`config.mk`:
```
export PLATFORM = sky130hd
export DESIGN_NAME = slc_link_dev_flat
export DESIGN_NICKNAME = d
export VERILOG_FILES = /design/src/shared/slc_pkg.sv /design/src/shared/slc_link_if.sv /design/src/design/slc_link_dev.sv /design/src/flat_wrapper.sv
export SDC_FILE = /design/constraint.sdc
export NUM_CORES = 1
export LEC_CHECK = 0
export BUFFER_PORTS_ARGS = -buffer_cell sky130_fd_sc_hd__buf_2
export CAP_MARGIN = 25
export CORE_UTILIZATION = 28
export DETAILED_ROUTE_END_ITERATION = 16
export SLEW_MARGIN = 0
export SYNTH_ARGS = -nofsm -noshare
export SYNTH_HDL_FRONTEND = slang
export SYNTH_SLANG_ARGS = --single-unit
export TNS_END_PERCENT = 50
```
`constraint.sdc`:
```
create_clock -name pclk -period 8.99 [get_ports pclk]
set_clock_uncertainty 0.2 [all_clocks]
set_input_delay 0.899 -clock pclk [delete_from_list [all_inputs] [get_ports pclk]]
set_output_delay 0.899 -clock pclk [all_outputs]
set_load 0.05 [all_outputs]
```
`src/shared/slc_pkg.sv`:
```
// Shared constants for the serial link control registers and their controller
package slc_pkg;
	localparam int              ADDR_W          = 12;
	localparam int              DATA_W          = 8;
	// Device register offsets
	localparam logic [11:0]     OFS_LINK_EN     = 12'h200;
	localparam logic [11:0]     OFS_MODE        = 12'h201;
	localparam logic [11:0]     OFS_KM1         = 12'h202;
	localparam logic [11:0]     OFS_RESYNC      = 12'h203;
	localparam logic [11:0]     OFS_CTRL        = 12'h204;
	// Device reset values
	localparam logic [7:0]      RST_LINK_EN     = 8'h01;
	localparam logic [7:0]      RST_MODE        = 8'h02;
	localparam logic [7:0]      RST_KM1         = 8'h1F;
	localparam logic [7:0]      RST_RESYNC      = 8'h01;
	localparam logic [7:0]      RST_CTRL        = 8'h03;
	// Link control fields
	localparam int              CTRL_W          = 5;
	localparam int              BIT_WHITEN      = 0;
	localparam int              BIT_FORMAT      = 1;
	localparam int              BIT_SEL_LO      = 2;
	localparam int              BIT_UPPER       = 4;
	localparam logic [1:0]      SEL_SE_PIN      = 2'h0;
	localparam logic [1:0]      SEL_TS_PIN      = 2'h1;
	localparam logic [1:0]      SEL_NO_PIN      = 2'h2;
	// Mode handling: modes at or above this code use 64b/66b
	localparam logic [7:0]      MODE_66B_FIRST  = 8'h10;
	localparam logic [7:0]      LOCKED_MODE_MAX = 8'h07;
	localparam logic [8:0]      K66_NUMER       = 9'h100;
	localparam logic [7:0]      ZERO8           = 8'h00;
	localparam logic [7:0]      ONE8            = 8'h01;
	// Controller APB map
	localparam logic [7:0]      CTL_CMD         = 8'h00;
	localparam logic [7:0]      CTL_STATUS      = 8'h04;
	localparam logic [7:0]      CTL_CAL         = 8'h08;
	localparam int              CMD_WRITE_BIT   = 31;
	localparam int              CMD_ADDR_LO     = 16;
	localparam int              ST_BUSY_BIT     = 0;
	localparam int              ST_REFUSED_BIT  = 1;
	localparam int              ST_RDATA_LO     = 8;
	typedef enum logic [1:0] {
		CTL_IDLE = 2'b01,
		CTL_WAIT = 2'b10
	} slc_ctl_state_t;
endpackage

```
`src/shared/slc_link_if.sv`:
```
// Register port between the controller and the link control register bank
`timescale 1ns/1ps
interface slc_link_if;
	logic                       req;
	logic                       we;
	logic [slc_pkg::ADDR_W-1:0] addr;
	logic [slc_pkg::DATA_W-1:0] wdata;
	logic [slc_pkg::DATA_W-1:0] rdata;
	logic                       ack;
	logic                       cal_en;
	modport dev (
		input  req,
		input  we,
		input  addr,
		input  wdata,
		input  cal_en,
		output rdata,
		output ack
	);
	modport ctl (
		output req,
		output we,
		output addr,
		output wdata,
		output cal_en,
		input  rdata,
		input  ack
	);
endinterface

```
`src/design/slc_link_dev.sv`:
```
// Serial link control register bank with link reset, lane and resync control
// Function
// - Link enable bit 0 resets 1, upper bits reserved
// - Disabled link: logic reset, serializers down, clocks gated
// - Disabled link clears frame counter; sysref ignored
// - Host clears link enable before other changes
// - Calibration on before link; link off first
// - Eight-bit link mode register resets to two
// - Mode changed only with link and calibration off
// - Mode lock restricts accepted link mode values
// - Multiframe length holds K minus one, reset 31
// - 64b/66b modes derive K from the mode
// - Multiframe length changed only while link off
// - Writing resync bit zero requests synchronisation
// - Software resync combines with any selected pin
// - Pin selection two releases a stuck pin
// - Link control resets to three, four fields
// - Pin select: single-ended, timestamp, or none
// - Format bit: one two's complement, zero offset
// - Whitening bit for 8b/10b; 66b always whitens
// - Upper mapping uses lanes 4-7, powers down 0-3
//
// Local design decision: the APB interface to the registers.
`timescale 1ns/1ps
module slc_link_dev (
	input  wire logic        pclk,
	input  wire logic        presetn,
	input  wire logic        ce,
	slc_link_if.dev          lnk,
	input  wire logic        mode_lock,
	input  wire logic        sysref,
	input  wire logic        single_ended_resync_input,
	input  wire logic        timestamp_pin,
	output logic             link_reset_n,
	output logic             serializer_pd,
	output logic             link_clk_en,
	output logic [7:0]       lane_pd,
	output logic             sample_number_format,
	output logic             whitening_enable,
	output logic [7:0]       eff_k_minus_one,
	output logic [7:0]       lmfc_count,
	output logic             sync_request_n
);
	import slc_pkg::*;

	logic                    en_ff;
	logic                    nxt_en;
	logic [7:0]              mode_ff;
	logic [7:0]              nxt_mode;
	logic [7:0]              km1_ff;
	logic [7:0]              nxt_km1;
	logic                    rsync_ff;
	logic                    nxt_rsync;
	logic [CTRL_W-1:0]       ctrl_ff;
	logic [CTRL_W-1:0]       nxt_ctrl;
	logic                    ack_ff;
	logic                    nxt_ack;
	logic [7:0]              rdata_ff;
	logic [7:0]              nxt_rdata;
	logic                    wr;
	logic                    mode_ok;
	logic                    is_66b;
	logic [8:0]              k66;
	logic [7:0]              k_lim;
	logic                    pin_n;
	logic [1:0]              sel;

	// Register file and bus answer
	always_comb begin
		wr        = lnk.req & lnk.we;
		// Locked parts refuse the higher mode codes silently
		mode_ok   = ~mode_lock | (lnk.wdata <= LOCKED_MODE_MAX);
		nxt_en    = en_ff;
		nxt_mode  = mode_ff;
		nxt_km1   = km1_ff;
		nxt_rsync = rsync_ff;
		nxt_ctrl  = ctrl_ff;
		nxt_ack   = lnk.req;
		nxt_rdata = rdata_ff;
		if (wr) begin
			unique case (lnk.addr)
				OFS_LINK_EN: nxt_en = lnk.wdata[0];
				OFS_MODE: begin
					if (mode_ok) begin
						nxt_mode = lnk.wdata;
					end
				end
				OFS_KM1:     nxt_km1 = lnk.wdata;
				OFS_RESYNC:  nxt_rsync = lnk.wdata[0];
				OFS_CTRL:    nxt_ctrl = lnk.wdata[CTRL_W-1:0];
				default: begin
				end
			endcase
		end
		if (lnk.req & ~lnk.we) begin
			unique case (lnk.addr)
				OFS_LINK_EN: nxt_rdata = {7'h00, en_ff};
				OFS_MODE:    nxt_rdata = mode_ff;
				OFS_KM1:     nxt_rdata = km1_ff;
				OFS_RESYNC:  nxt_rdata = {7'h00, rsync_ff};
				OFS_CTRL:    nxt_rdata = {3'h0, ctrl_ff};
				default:     nxt_rdata = ZERO8;
			endcase
		end
	end

	always_ff @(posedge pclk or negedge presetn) begin
		if (!presetn) begin
			en_ff    <= RST_LINK_EN[0];
			mode_ff  <= RST_MODE;
			km1_ff   <= RST_KM1;
			rsync_ff <= RST_RESYNC[0];
			ctrl_ff  <= RST_CTRL[CTRL_W-1:0];
			ack_ff   <= 1'b0;
			rdata_ff <= ZERO8;
		end else if (ce) begin
			en_ff    <= nxt_en;
			mode_ff  <= nxt_mode;
			km1_ff   <= nxt_km1;
			rsync_ff <= nxt_rsync;
			ctrl_ff  <= nxt_ctrl;
			ack_ff   <= nxt_ack;
			rdata_ff <= nxt_rdata;
		end
	end

	assign lnk.ack   = ack_ff;
	assign lnk.rdata = rdata_ff;

	// Link side controls, all registered
	logic                    nxt_rst_n;
	logic                    nxt_pd;
	logic                    nxt_clk_en;
	logic [7:0]              nxt_lane_pd;
	logic                    nxt_fmt;
	logic                    nxt_whiten;
	logic [7:0]              nxt_effk;
	logic [7:0]              nxt_lmfc;
	logic                    nxt_sync_n;

	always_comb begin
		sel    = ctrl_ff[BIT_SEL_LO +: 2];
		is_66b = mode_ff >= MODE_66B_FIRST;
		// Fixed E of one; F taken from the two low mode bits
		k66    = K66_NUMER >> mode_ff[1:0];
		k_lim  = is_66b ? 8'(k66 - 9'h001) : km1_ff;
		unique case (sel)
			SEL_SE_PIN: pin_n = single_ended_resync_input;
			SEL_TS_PIN: pin_n = timestamp_pin;
			default:    pin_n = 1'b1;
		endcase
		nxt_sync_n  = rsync_ff & pin_n;
		nxt_rst_n   = en_ff;
		nxt_pd      = ~en_ff;
		nxt_clk_en  = en_ff;
		if (!en_ff) begin
			nxt_lane_pd = 8'hFF;
		end else if (ctrl_ff[BIT_UPPER]) begin
			nxt_lane_pd = 8'h0F;
		end else begin
			nxt_lane_pd = 8'hF0;
		end
		nxt_fmt     = ctrl_ff[BIT_FORMAT];
		nxt_whiten  = is_66b | ctrl_ff[BIT_WHITEN];
		nxt_effk    = k_lim;
		// Sysref can only align the counter once the link runs
		if (!en_ff) begin
			nxt_lmfc = ZERO8;
		end else if (sysref || lmfc_count >= k_lim) begin
			nxt_lmfc = ZERO8;
		end else begin
			nxt_lmfc = lmfc_count + ONE8;
		end
	end

	always_ff @(posedge pclk or negedge presetn) begin
		if (!presetn) begin
			link_reset_n         <= 1'b0;
			serializer_pd        <= 1'b1;
			link_clk_en          <= 1'b0;
			lane_pd              <= 8'hFF;
			sample_number_format <= RST_CTRL[BIT_FORMAT];
			whitening_enable     <= RST_CTRL[BIT_WHITEN];
			eff_k_minus_one      <= RST_KM1;
			lmfc_count           <= ZERO8;
			sync_request_n       <= 1'b1;
		end else if (ce) begin
			link_reset_n         <= nxt_rst_n;
			serializer_pd        <= nxt_pd;
			link_clk_en          <= nxt_clk_en;
			lane_pd              <= nxt_lane_pd;
			sample_number_format <= nxt_fmt;
			whitening_enable     <= nxt_whiten;
			eff_k_minus_one      <= nxt_effk;
			lmfc_count           <= nxt_lmfc;
			sync_request_n       <= nxt_sync_n;
		end
	end
endmodule

```
`src/flat_wrapper.sv`:
```
// flat-port wrapper written by rule: the top's interface ports become plain ports
module slc_link_dev_flat import slc_pkg::*;
  (pclk, presetn, ce, mode_lock, sysref, single_ended_resync_input, timestamp_pin, link_reset_n, serializer_pd, link_clk_en, lane_pd, sample_number_format, whitening_enable, eff_k_minus_one, lmfc_count, sync_request_n, lnk_req, lnk_we, lnk_addr, lnk_wdata, lnk_cal_en, lnk_rdata, lnk_ack);
  slc_link_if lnk_i ();
  input  wire logic pclk;
  input  wire logic presetn;
  input  wire logic ce;
  input  wire logic mode_lock;
  input  wire logic sysref;
  input  wire logic single_ended_resync_input;
  input  wire logic timestamp_pin;
  output logic link_reset_n;
  output logic serializer_pd;
  output logic link_clk_en;
  output logic [7:0] lane_pd;
  output logic sample_number_format;
  output logic whitening_enable;
  output logic [7:0] eff_k_minus_one;
  output logic [7:0] lmfc_count;
  output logic sync_request_n;
  input wire logic [$bits(lnk_i.req)-1:0] lnk_req;
  input wire logic [$bits(lnk_i.we)-1:0] lnk_we;
  input wire logic [$bits(lnk_i.addr)-1:0] lnk_addr;
  input wire logic [$bits(lnk_i.wdata)-1:0] lnk_wdata;
  input wire logic [$bits(lnk_i.cal_en)-1:0] lnk_cal_en;
  output wire logic [$bits(lnk_i.rdata)-1:0] lnk_rdata;
  output wire logic [$bits(lnk_i.ack)-1:0] lnk_ack;
  assign lnk_i.req = lnk_req;
  assign lnk_i.we = lnk_we;
  assign lnk_i.addr = lnk_addr;
  assign lnk_i.wdata = lnk_wdata;
  assign lnk_i.cal_en = lnk_cal_en;
  assign lnk_rdata = lnk_i.rdata;
  assign lnk_ack = lnk_i.ack;
  slc_link_dev u_core (.pclk(pclk), .presetn(presetn), .ce(ce), .lnk(lnk_i), .mode_lock(mode_lock), .sysref(sysref), .single_ended_resync_input(single_ended_resync_input), .timestamp_pin(timestamp_pin), .link_reset_n(link_reset_n), .serializer_pd(serializer_pd), .link_clk_en(link_clk_en), .lane_pd(lane_pd), .sample_number_format(sample_number_format), .whitening_enable(whitening_enable), .eff_k_minus_one(eff_k_minus_one), .lmfc_count(lmfc_count), .sync_request_n(sync_request_n));
endmodule
```
==> results of run 1 <==
layout by cell type (no fill, tap or decap), drive strengths merged, types with 3 or more instances in the layout:
cell / instances
mux2i: 3
or2: 3
mux2: 27
nand2b: 3
dfstp: 21
nand3: 10
a21oi: 12
nor2: 24
clkbuf: 7
o21ai: 23
buf: 68
a22oi: 7
dfrtp: 34
a31oi: 4
inv: 7
nand2: 21
ha: 9
cells by family after synthesis:
| logic type | count (synthesis) |
|---|---|
| DFF | 55 |
| xor gates and xnor gates | 1 |
| adders and majority gates | 9 |
| and+or+nand+nor | 76 |
| AOI/OAI and AO/OA | 57 |
| muxes | 30 |
| buffers and inverters | 23 |
sequential cells by signal (all words and copies together) (netlist names):
name,cells
u_core.link_clk_en,1
u_core.en_ff,1
u_core.mode_ff,8
u_core.km1_ff,8
u_core.lnk.rdata,8
u_core.lane_pd,2
u_core.eff_k_minus_one,8
u_core.ctrl_ff,5
u_core.sample_number_format,1
u_core.rsync_ff,1
u_core.whitening_enable,1
u_core.lmfc_count,8
u_core.serializer_pd,1
u_core.sync_request_n,1
u_core.lnk.ack,1
layout make-up:
class | count | area (sq um) | area share
Clock inverter | 1 | 5.005 | 0.001541
Clock buffer | 7 | 76.32 | 0.02350
Tap cell | 129 | 161.4 | 0.04969
Inverter | 8 | 30.03 | 0.009245
Sequential cell | 55 | 1403 | 0.4318
Multi-Input combinational cell | 173 | 1230 | 0.3787
Timing Repair Buffer | 68 | 342.8 | 0.1055
layer usage:
layer  vias to the layer above  track usage
li1                       1015            -
met5                         -            0
met2                        51       0.2140
met4                         0      0.04013
met3                         5      0.02899
met1                      1004       0.1645
report_power, final:
group	internal, mW	total, mW	switching (mW)
Combinational	0.0111	0.0404	0.0293
Clock	0.0549	0.131	0.0757
Sequential	0.252	0.254	0.00192
through the flow:
step                worst slack, ns  total power, mW
floorplan                     6.116           0.2818
global placement              5.609           0.2992
detailed placement            5.490           0.2997
CTS                           5.474           0.4305
global route                  5.295           0.4466
finish                        5.487           0.4251
path summary, 6_finish.rpt:
| check | slack [ns] | cells past startpoint | end | start |
|---|---|---|---|---|
| worst max-delay path | 5.49 | 8 | u_core.lmfc_count[5]$_DFFE_PN0P_ | u_core.mode_ff[7]$_DFFE_PN0P_ |
| worst min-delay path | 0.28 | 2 | u_core.sync_request_n$_DFFE_PN1P_ | u_core.sync_request_n$_DFFE_PN1P_ |
| worst max register to register | 5.49 | 8 | u_core.lmfc_count[5]$_DFFE_PN0P_ | u_core.mode_ff[7]$_DFFE_PN0P_ |
| worst min register to register | 0.28 | 2 | u_core.sync_request_n$_DFFE_PN1P_ | u_core.sync_request_n$_DFFE_PN1P_ |
| max in group asynchronous | 7.62 | 2 | u_core.mode_ff[3]$_DFFE_PN0P_ | presetn |
| min in group asynchronous | 0.51 | 2 | u_core.link_clk_en$_DFFE_PN0P_ | presetn |
critical path, cell delays in order (launching register included):
cell and delay, ns:
dfrtp_1 0.40, or4_1 0.73, o21ai_0 0.43, ha_1 0.33, a211oi_1 0.21, nand2_1 0.09
o2111ai_2 0.41, nand2_1 0.25, o311ai_1 0.35
==> qor.yml, run 1 <==
outcome:
  run_status: "finished clean"
layout:
  antenna_cells: 0
  final-instance-count-excl-fill: 441
  final_cell_area_sq_mm: 0.003248
  fillers: 975
  synthToLayoutAreaGrowth_pct: 17.25
  utilization: 0.3450
  layout-drive-gt1-share: 0.4295
  nNetsFinal: 350
yosys:
  synthMuxAreaShare: 0.1206
  postSynth.asyncResetShare: 1.000
  synthXorXnorAreaFrac: 0.003162
  yosysWarnings: 0
  synth_top_area_share: 0.3071
  ys_types: 47
  synth_sequential_area_ratio: 0.5063
  synthSimpleGateAreaFrac: 0.1450
  post-synth-top-count-cell: "dfrtp_1"
  syn_nets: 290
  synth_seq_cells: 55
  yosys.area.top_type: "dfrtp_1"
  synth-edff-count: 0
  ys_top_cells_by_count: "dfrtp_1 (34), mux2_2 (27), nor2_1 (23)"
  synth_cells: 251
  synth_area_leaders: "dfrtp_1 (31%), dfstp_2 (20%), mux2_2 (11%), ha_1 (4.1%), o21ai_0 (4.0%)"
  synth_fa_ha_area_frac: 0.04065
  syn_area_sq_mm: 0.002770
  synth_compound_area_frac: 0.1346
  synth_top_family_by_area: "simple AND/OR/NAND/NOR gates"
  avgSynthCellArea_sq_um: 11.04
  synth_flop_cell: "dfrtp_1"
flow_run:
  drv_cap: 0
global_routing:
  track_usage: 0.1280
  grt_pass1_vias: 2004
  grt_antenna_before_repair: 0
  grt_max_degree: 56
  grt_pass1_wl_microns: 10080
  grt-ovfl-total: 0
floorplan:
  die_x_microns: 101.5
  pin_count: 69
  fp.dieArea_sq_mm: 0.01030
  die_y_microns: 101.5
  placementRows: 35
  initial_core_util: 0.2942
  core_sq_mm: 0.009415
place:
  place_inst: 433
  gp_congestion: 0.7353
  io_buffer_count: 67
  place_area_sq_mm: 0.003167
  dp_hpwl_microns: 4782
sta:
  rsz0062_at_grt: "no"
  setup_viol: 0
  worst_slew_pin_slew_ns: 0.6903
  fin_crit_sh: 0.3897
  fmax_mhz: 285.5
  worst_hold_slack_ns: 0.2843
  slew_viol_final: 0
  hold_viol_final: 0
  fin_crit_ns: 3.503
  slew_headroom: 0.5398
  tns_ns: 0
clock_network:
  cts_buffers: 5
  clk_path_buf_depth: 2
  worstSkewPairLatency_ns: 0.30
  holdBufCountCts: 0
  post_cts_buffers: 0
  ctsResizeCount: 0
  h-tree-depth: 2
  clk_pin_slew_ns: 0.09
  clkSinkCount: 55
  cts-root-buf: "clkbuf_8"
  cts_tree: "done"
route:
  drt-initial-drc-count: 82
  wl_per_cell_microns: 14.16
  wl_met1_microns: 2833
  vias: 2075
  wl_met2_microns: 3042
  met3WireLength_microns: 287
  dr.max_layer_used: "met4"
  drt-total-wl_microns: 6244
  viasPerCell: 4.705
  final_antenna_net_count: 0
  dr.pass1.iters: 4
  drc_errors: 0
worst_setup_path:
  crit_path_end_kind: "flop"
  worstPathMaxFanout: 12
  setup.worst_path.start_class: "flop"
  crit_required_ns: 8.99
  worstSetupPathType: "reg -> reg"
  cp_data_arrival_time_ns: 3.51
pwr:
  p_leak_nw: 1.444
  powerDensity_mw_per_mm2: 130.9
  ir_drop_uv: 58.06
min_path:
  min_path_type: "reg -> reg"
(Power assumes the default switching activity.)
==> run 2, diff against run 1 <==
==> constraint.sdc (replaced) <==
create_clock -name pclk -period 3 [get_ports pclk]
set_clock_uncertainty 0.2 [all_clocks]
set_input_delay 0.3 -clock pclk [delete_from_list [all_inputs] [get_ports pclk]]
set_output_delay 0.3 -clock pclk [all_outputs]
set_load 0.05 [all_outputs]
==> run 2 against run 1 <==
  * Sequential cell count unchanged
  * Sequential share of layout area decreased by 0.46 points
  * Via count increased by 2.4%
  * Power increased to 3.0 times the previous value
  * Final area increased by 1.1%
  * First-iteration DRC count increased by 9.8%
  * Count of clock-buffer cells in the layout increased by 1
  * Setup slack got worse by 5.3 ns
  * Highest routed layer unchanged
==> qor.yml, run 2 (synthesis gave the netlist of run 1 again) <==
layout:
  nNetsFinal: 354
  antenna_cells: 0
  synthToLayoutAreaGrowth_pct: 18.52
  final_common_cell: "buf_2"
  final-instance-count-excl-fill: 445
  final_cell_mix: "buf_2 (67), dfrtp_1 (34), mux2_2 (27)"
  layout-drive-gt1-share: 0.4335
pwr:
  p_int_mw: 0.9579
  p_leak_nw: 1.460
  swShare: 0.2559
  power_switching_mw: 0.3294
  ir_drop_uv: 153.4
  power_frac_comb: 0.097
  clkPwrFrac: 0.312
  pwr-share-seq: 0.591
  powerDensity_mw_per_mm2: 392.1
route:
  drc_errors: 0
  drt-initial-drc-count: 90
  wl_per_cell_microns: 14.56
  vias: 2125
  wl_met2_microns: 3144
  drt-total-wl_microns: 6478
  wl_met1_microns: 2931
  viasPerCell: 4.775
  dr.pass1.iters: 4
  met3WireLength_microns: 301
  dr.max_layer_used: "met4"
  final_antenna_net_count: 0
place:
  io_buffer_count: 67
  dp_hpwl_microns: 4827
  gp_congestion: 0.7622
  place_inst: 436
clock_network:
  cts_tree: "done"
  worstSkewPairLatency_ns: 0.31
  h-tree-depth: 2
  cts_buffers: 5
  clk_path_buf_depth: 2
  post_cts_buffers: 0
  cts-root-buf: "clkbuf_8"
  clkSinkCount: 55
  clk_pin_slew_ns: 0.10
floorplan:
  placementRows: 35
  pin_count: 69
  initial_core_util: 0.2942
  core_sq_mm: 0.009415
  fp.dieArea_sq_mm: 0.01030
  die_x_microns: 101.5
  die_y_microns: 101.5
global_routing:
  grt-ovfl-total: 0
  grt_pass1_wl_microns: 10250
  grt_pass1_vias: 2073
  track_usage: 0.1303
  grt_max_degree: 56
  grt_antenna_before_repair: 0
sta:
  slew_headroom: 0.5408
  fin_crit_sh: 0.9418
  setup_viol: 0
  rsz0062_at_grt: "no"
  hold_viol_final: 0
  worst_slew_pin_slew_ns: 0.6888
  fin_crit_ns: 2.825
  fmax_mhz: 353.9
  tns_ns: 0
  slew_viol_final: 0
worst_setup_path:
  worstSetupPathType: "reg -> reg"
  crit_path_end_kind: "flop"
  worstPathMaxFanout: 12
  crit_required_ns: 3.02
  setup.worst_path.start_class: "flop"
  cp_data_arrival_time_ns: 2.84
flow_run:
  drv_cap: 0
outcome:
  run_status: "finished clean"
min_path:
  min_path_type: "in -> reg"
## run 2: cell types whose count changed in the layout (fill, tap and decap cells not counted)
| cell | previous run | this run |
|---|---|---|
| clkbuf_1 | 2 | 3 |
| dlygate4sd3_1 | 0 | 1 |
| or4_1 | 2 | 1 |
| or4_4 | 0 | 1 |
| buf_4 | 1 | 4 |
| clkinv_2 | 1 | 0 |
## run 2: final cells by class
type	count	area, sq um
fillers	936	6132
flip-flops and latches	55	1403
multi-input cells	173	1234
repair buffers	72	375.4
well taps	129	161.4
clock buffers	8	80.08
inverters	8	30.03
## run 2: critical path, cell delays in order (launching register included)
cell       delay [ns]
dfrtp_1          0.40
or4_4            0.62
o21ai_0          0.31
ha_1             0.34
a2111oi_4        0.37
nand2_1          0.20
o311ai_1         0.29
## run 2: through the flow
stage / total power, mW / area (sq um) / utilization / hold slack, ns / setup WS, ns
final: 1.287 / 3283 / 0.3487 / 0.06472 / 0.1745
after CTS: 1.299 / 3279 / 0.3483 / 0.06042 / 0.03444
after global routing: 1.344 / 3283 / 0.3487 / 0.06280 / 0.03860
after detailed placement: 0.9004 / 3189 / 0.3387 / 0.2632 / 0.04626
after global placement: 0.8982 / 3189 / 0.3387 / 0.2601 / 0.1066
after floorplan: 0.8443 / 2770 / - / -0.1956 / 0.1263
## run 2: power by group through the flow
| stage | registers [mW] | logic, mW | clock network [mW] |
|---|---|---|---|
| final | 0.761 | 0.125 | 0.401 |
| after global routing | 0.763 | 0.137 | 0.445 |
| after detailed placement | 0.775 | 0.126 | 0 |
| after global placement | 0.774 | 0.124 | 0 |
| after CTS | 0.762 | 0.127 | 0.410 |
| after floorplan | 0.807 | 0.0378 | 0 |
## run 2: timing repair
item	4_1_cts	5_1_grt
gates resized for setup	0	1
hold buffers	1	0
setup endpoints to repair	0	5
hold endpoints to repair	34	0
## run 2: per-layer routing
layer / global-route usage / vias up
li1: - / 1030
met4: 0.05128 / 0
met3: 0.02899 / 8
met2: 0.2203 / 56
met5: 0 / -
met1: 0.1618 / 1031
## run 2: final timing paths
check                                                          to  slack [ns]                              start  cells after the start
worst max-delay path             u_core.lmfc_count[5]$_DFFE_PN0P_        0.17      u_core.mode_ff[7]$_DFFE_PN0P_                      6
worst min-delay path                 u_core.km1_ff[5]$_DFFE_PN0P_        0.06                       lnk_wdata[5]                      2
worst max register to register   u_core.lmfc_count[5]$_DFFE_PN0P_        0.17      u_core.mode_ff[7]$_DFFE_PN0P_                      6
worst min register to register  u_core.sync_request_n$_DFFE_PN1P_        0.27  u_core.sync_request_n$_DFFE_PN1P_                      2
max in group asynchronous           u_core.mode_ff[3]$_DFFE_PN0P_        1.69                            presetn                      3
min in group asynchronous          u_core.link_clk_en$_DFFE_PN0P_        0.45                            presetn                      3
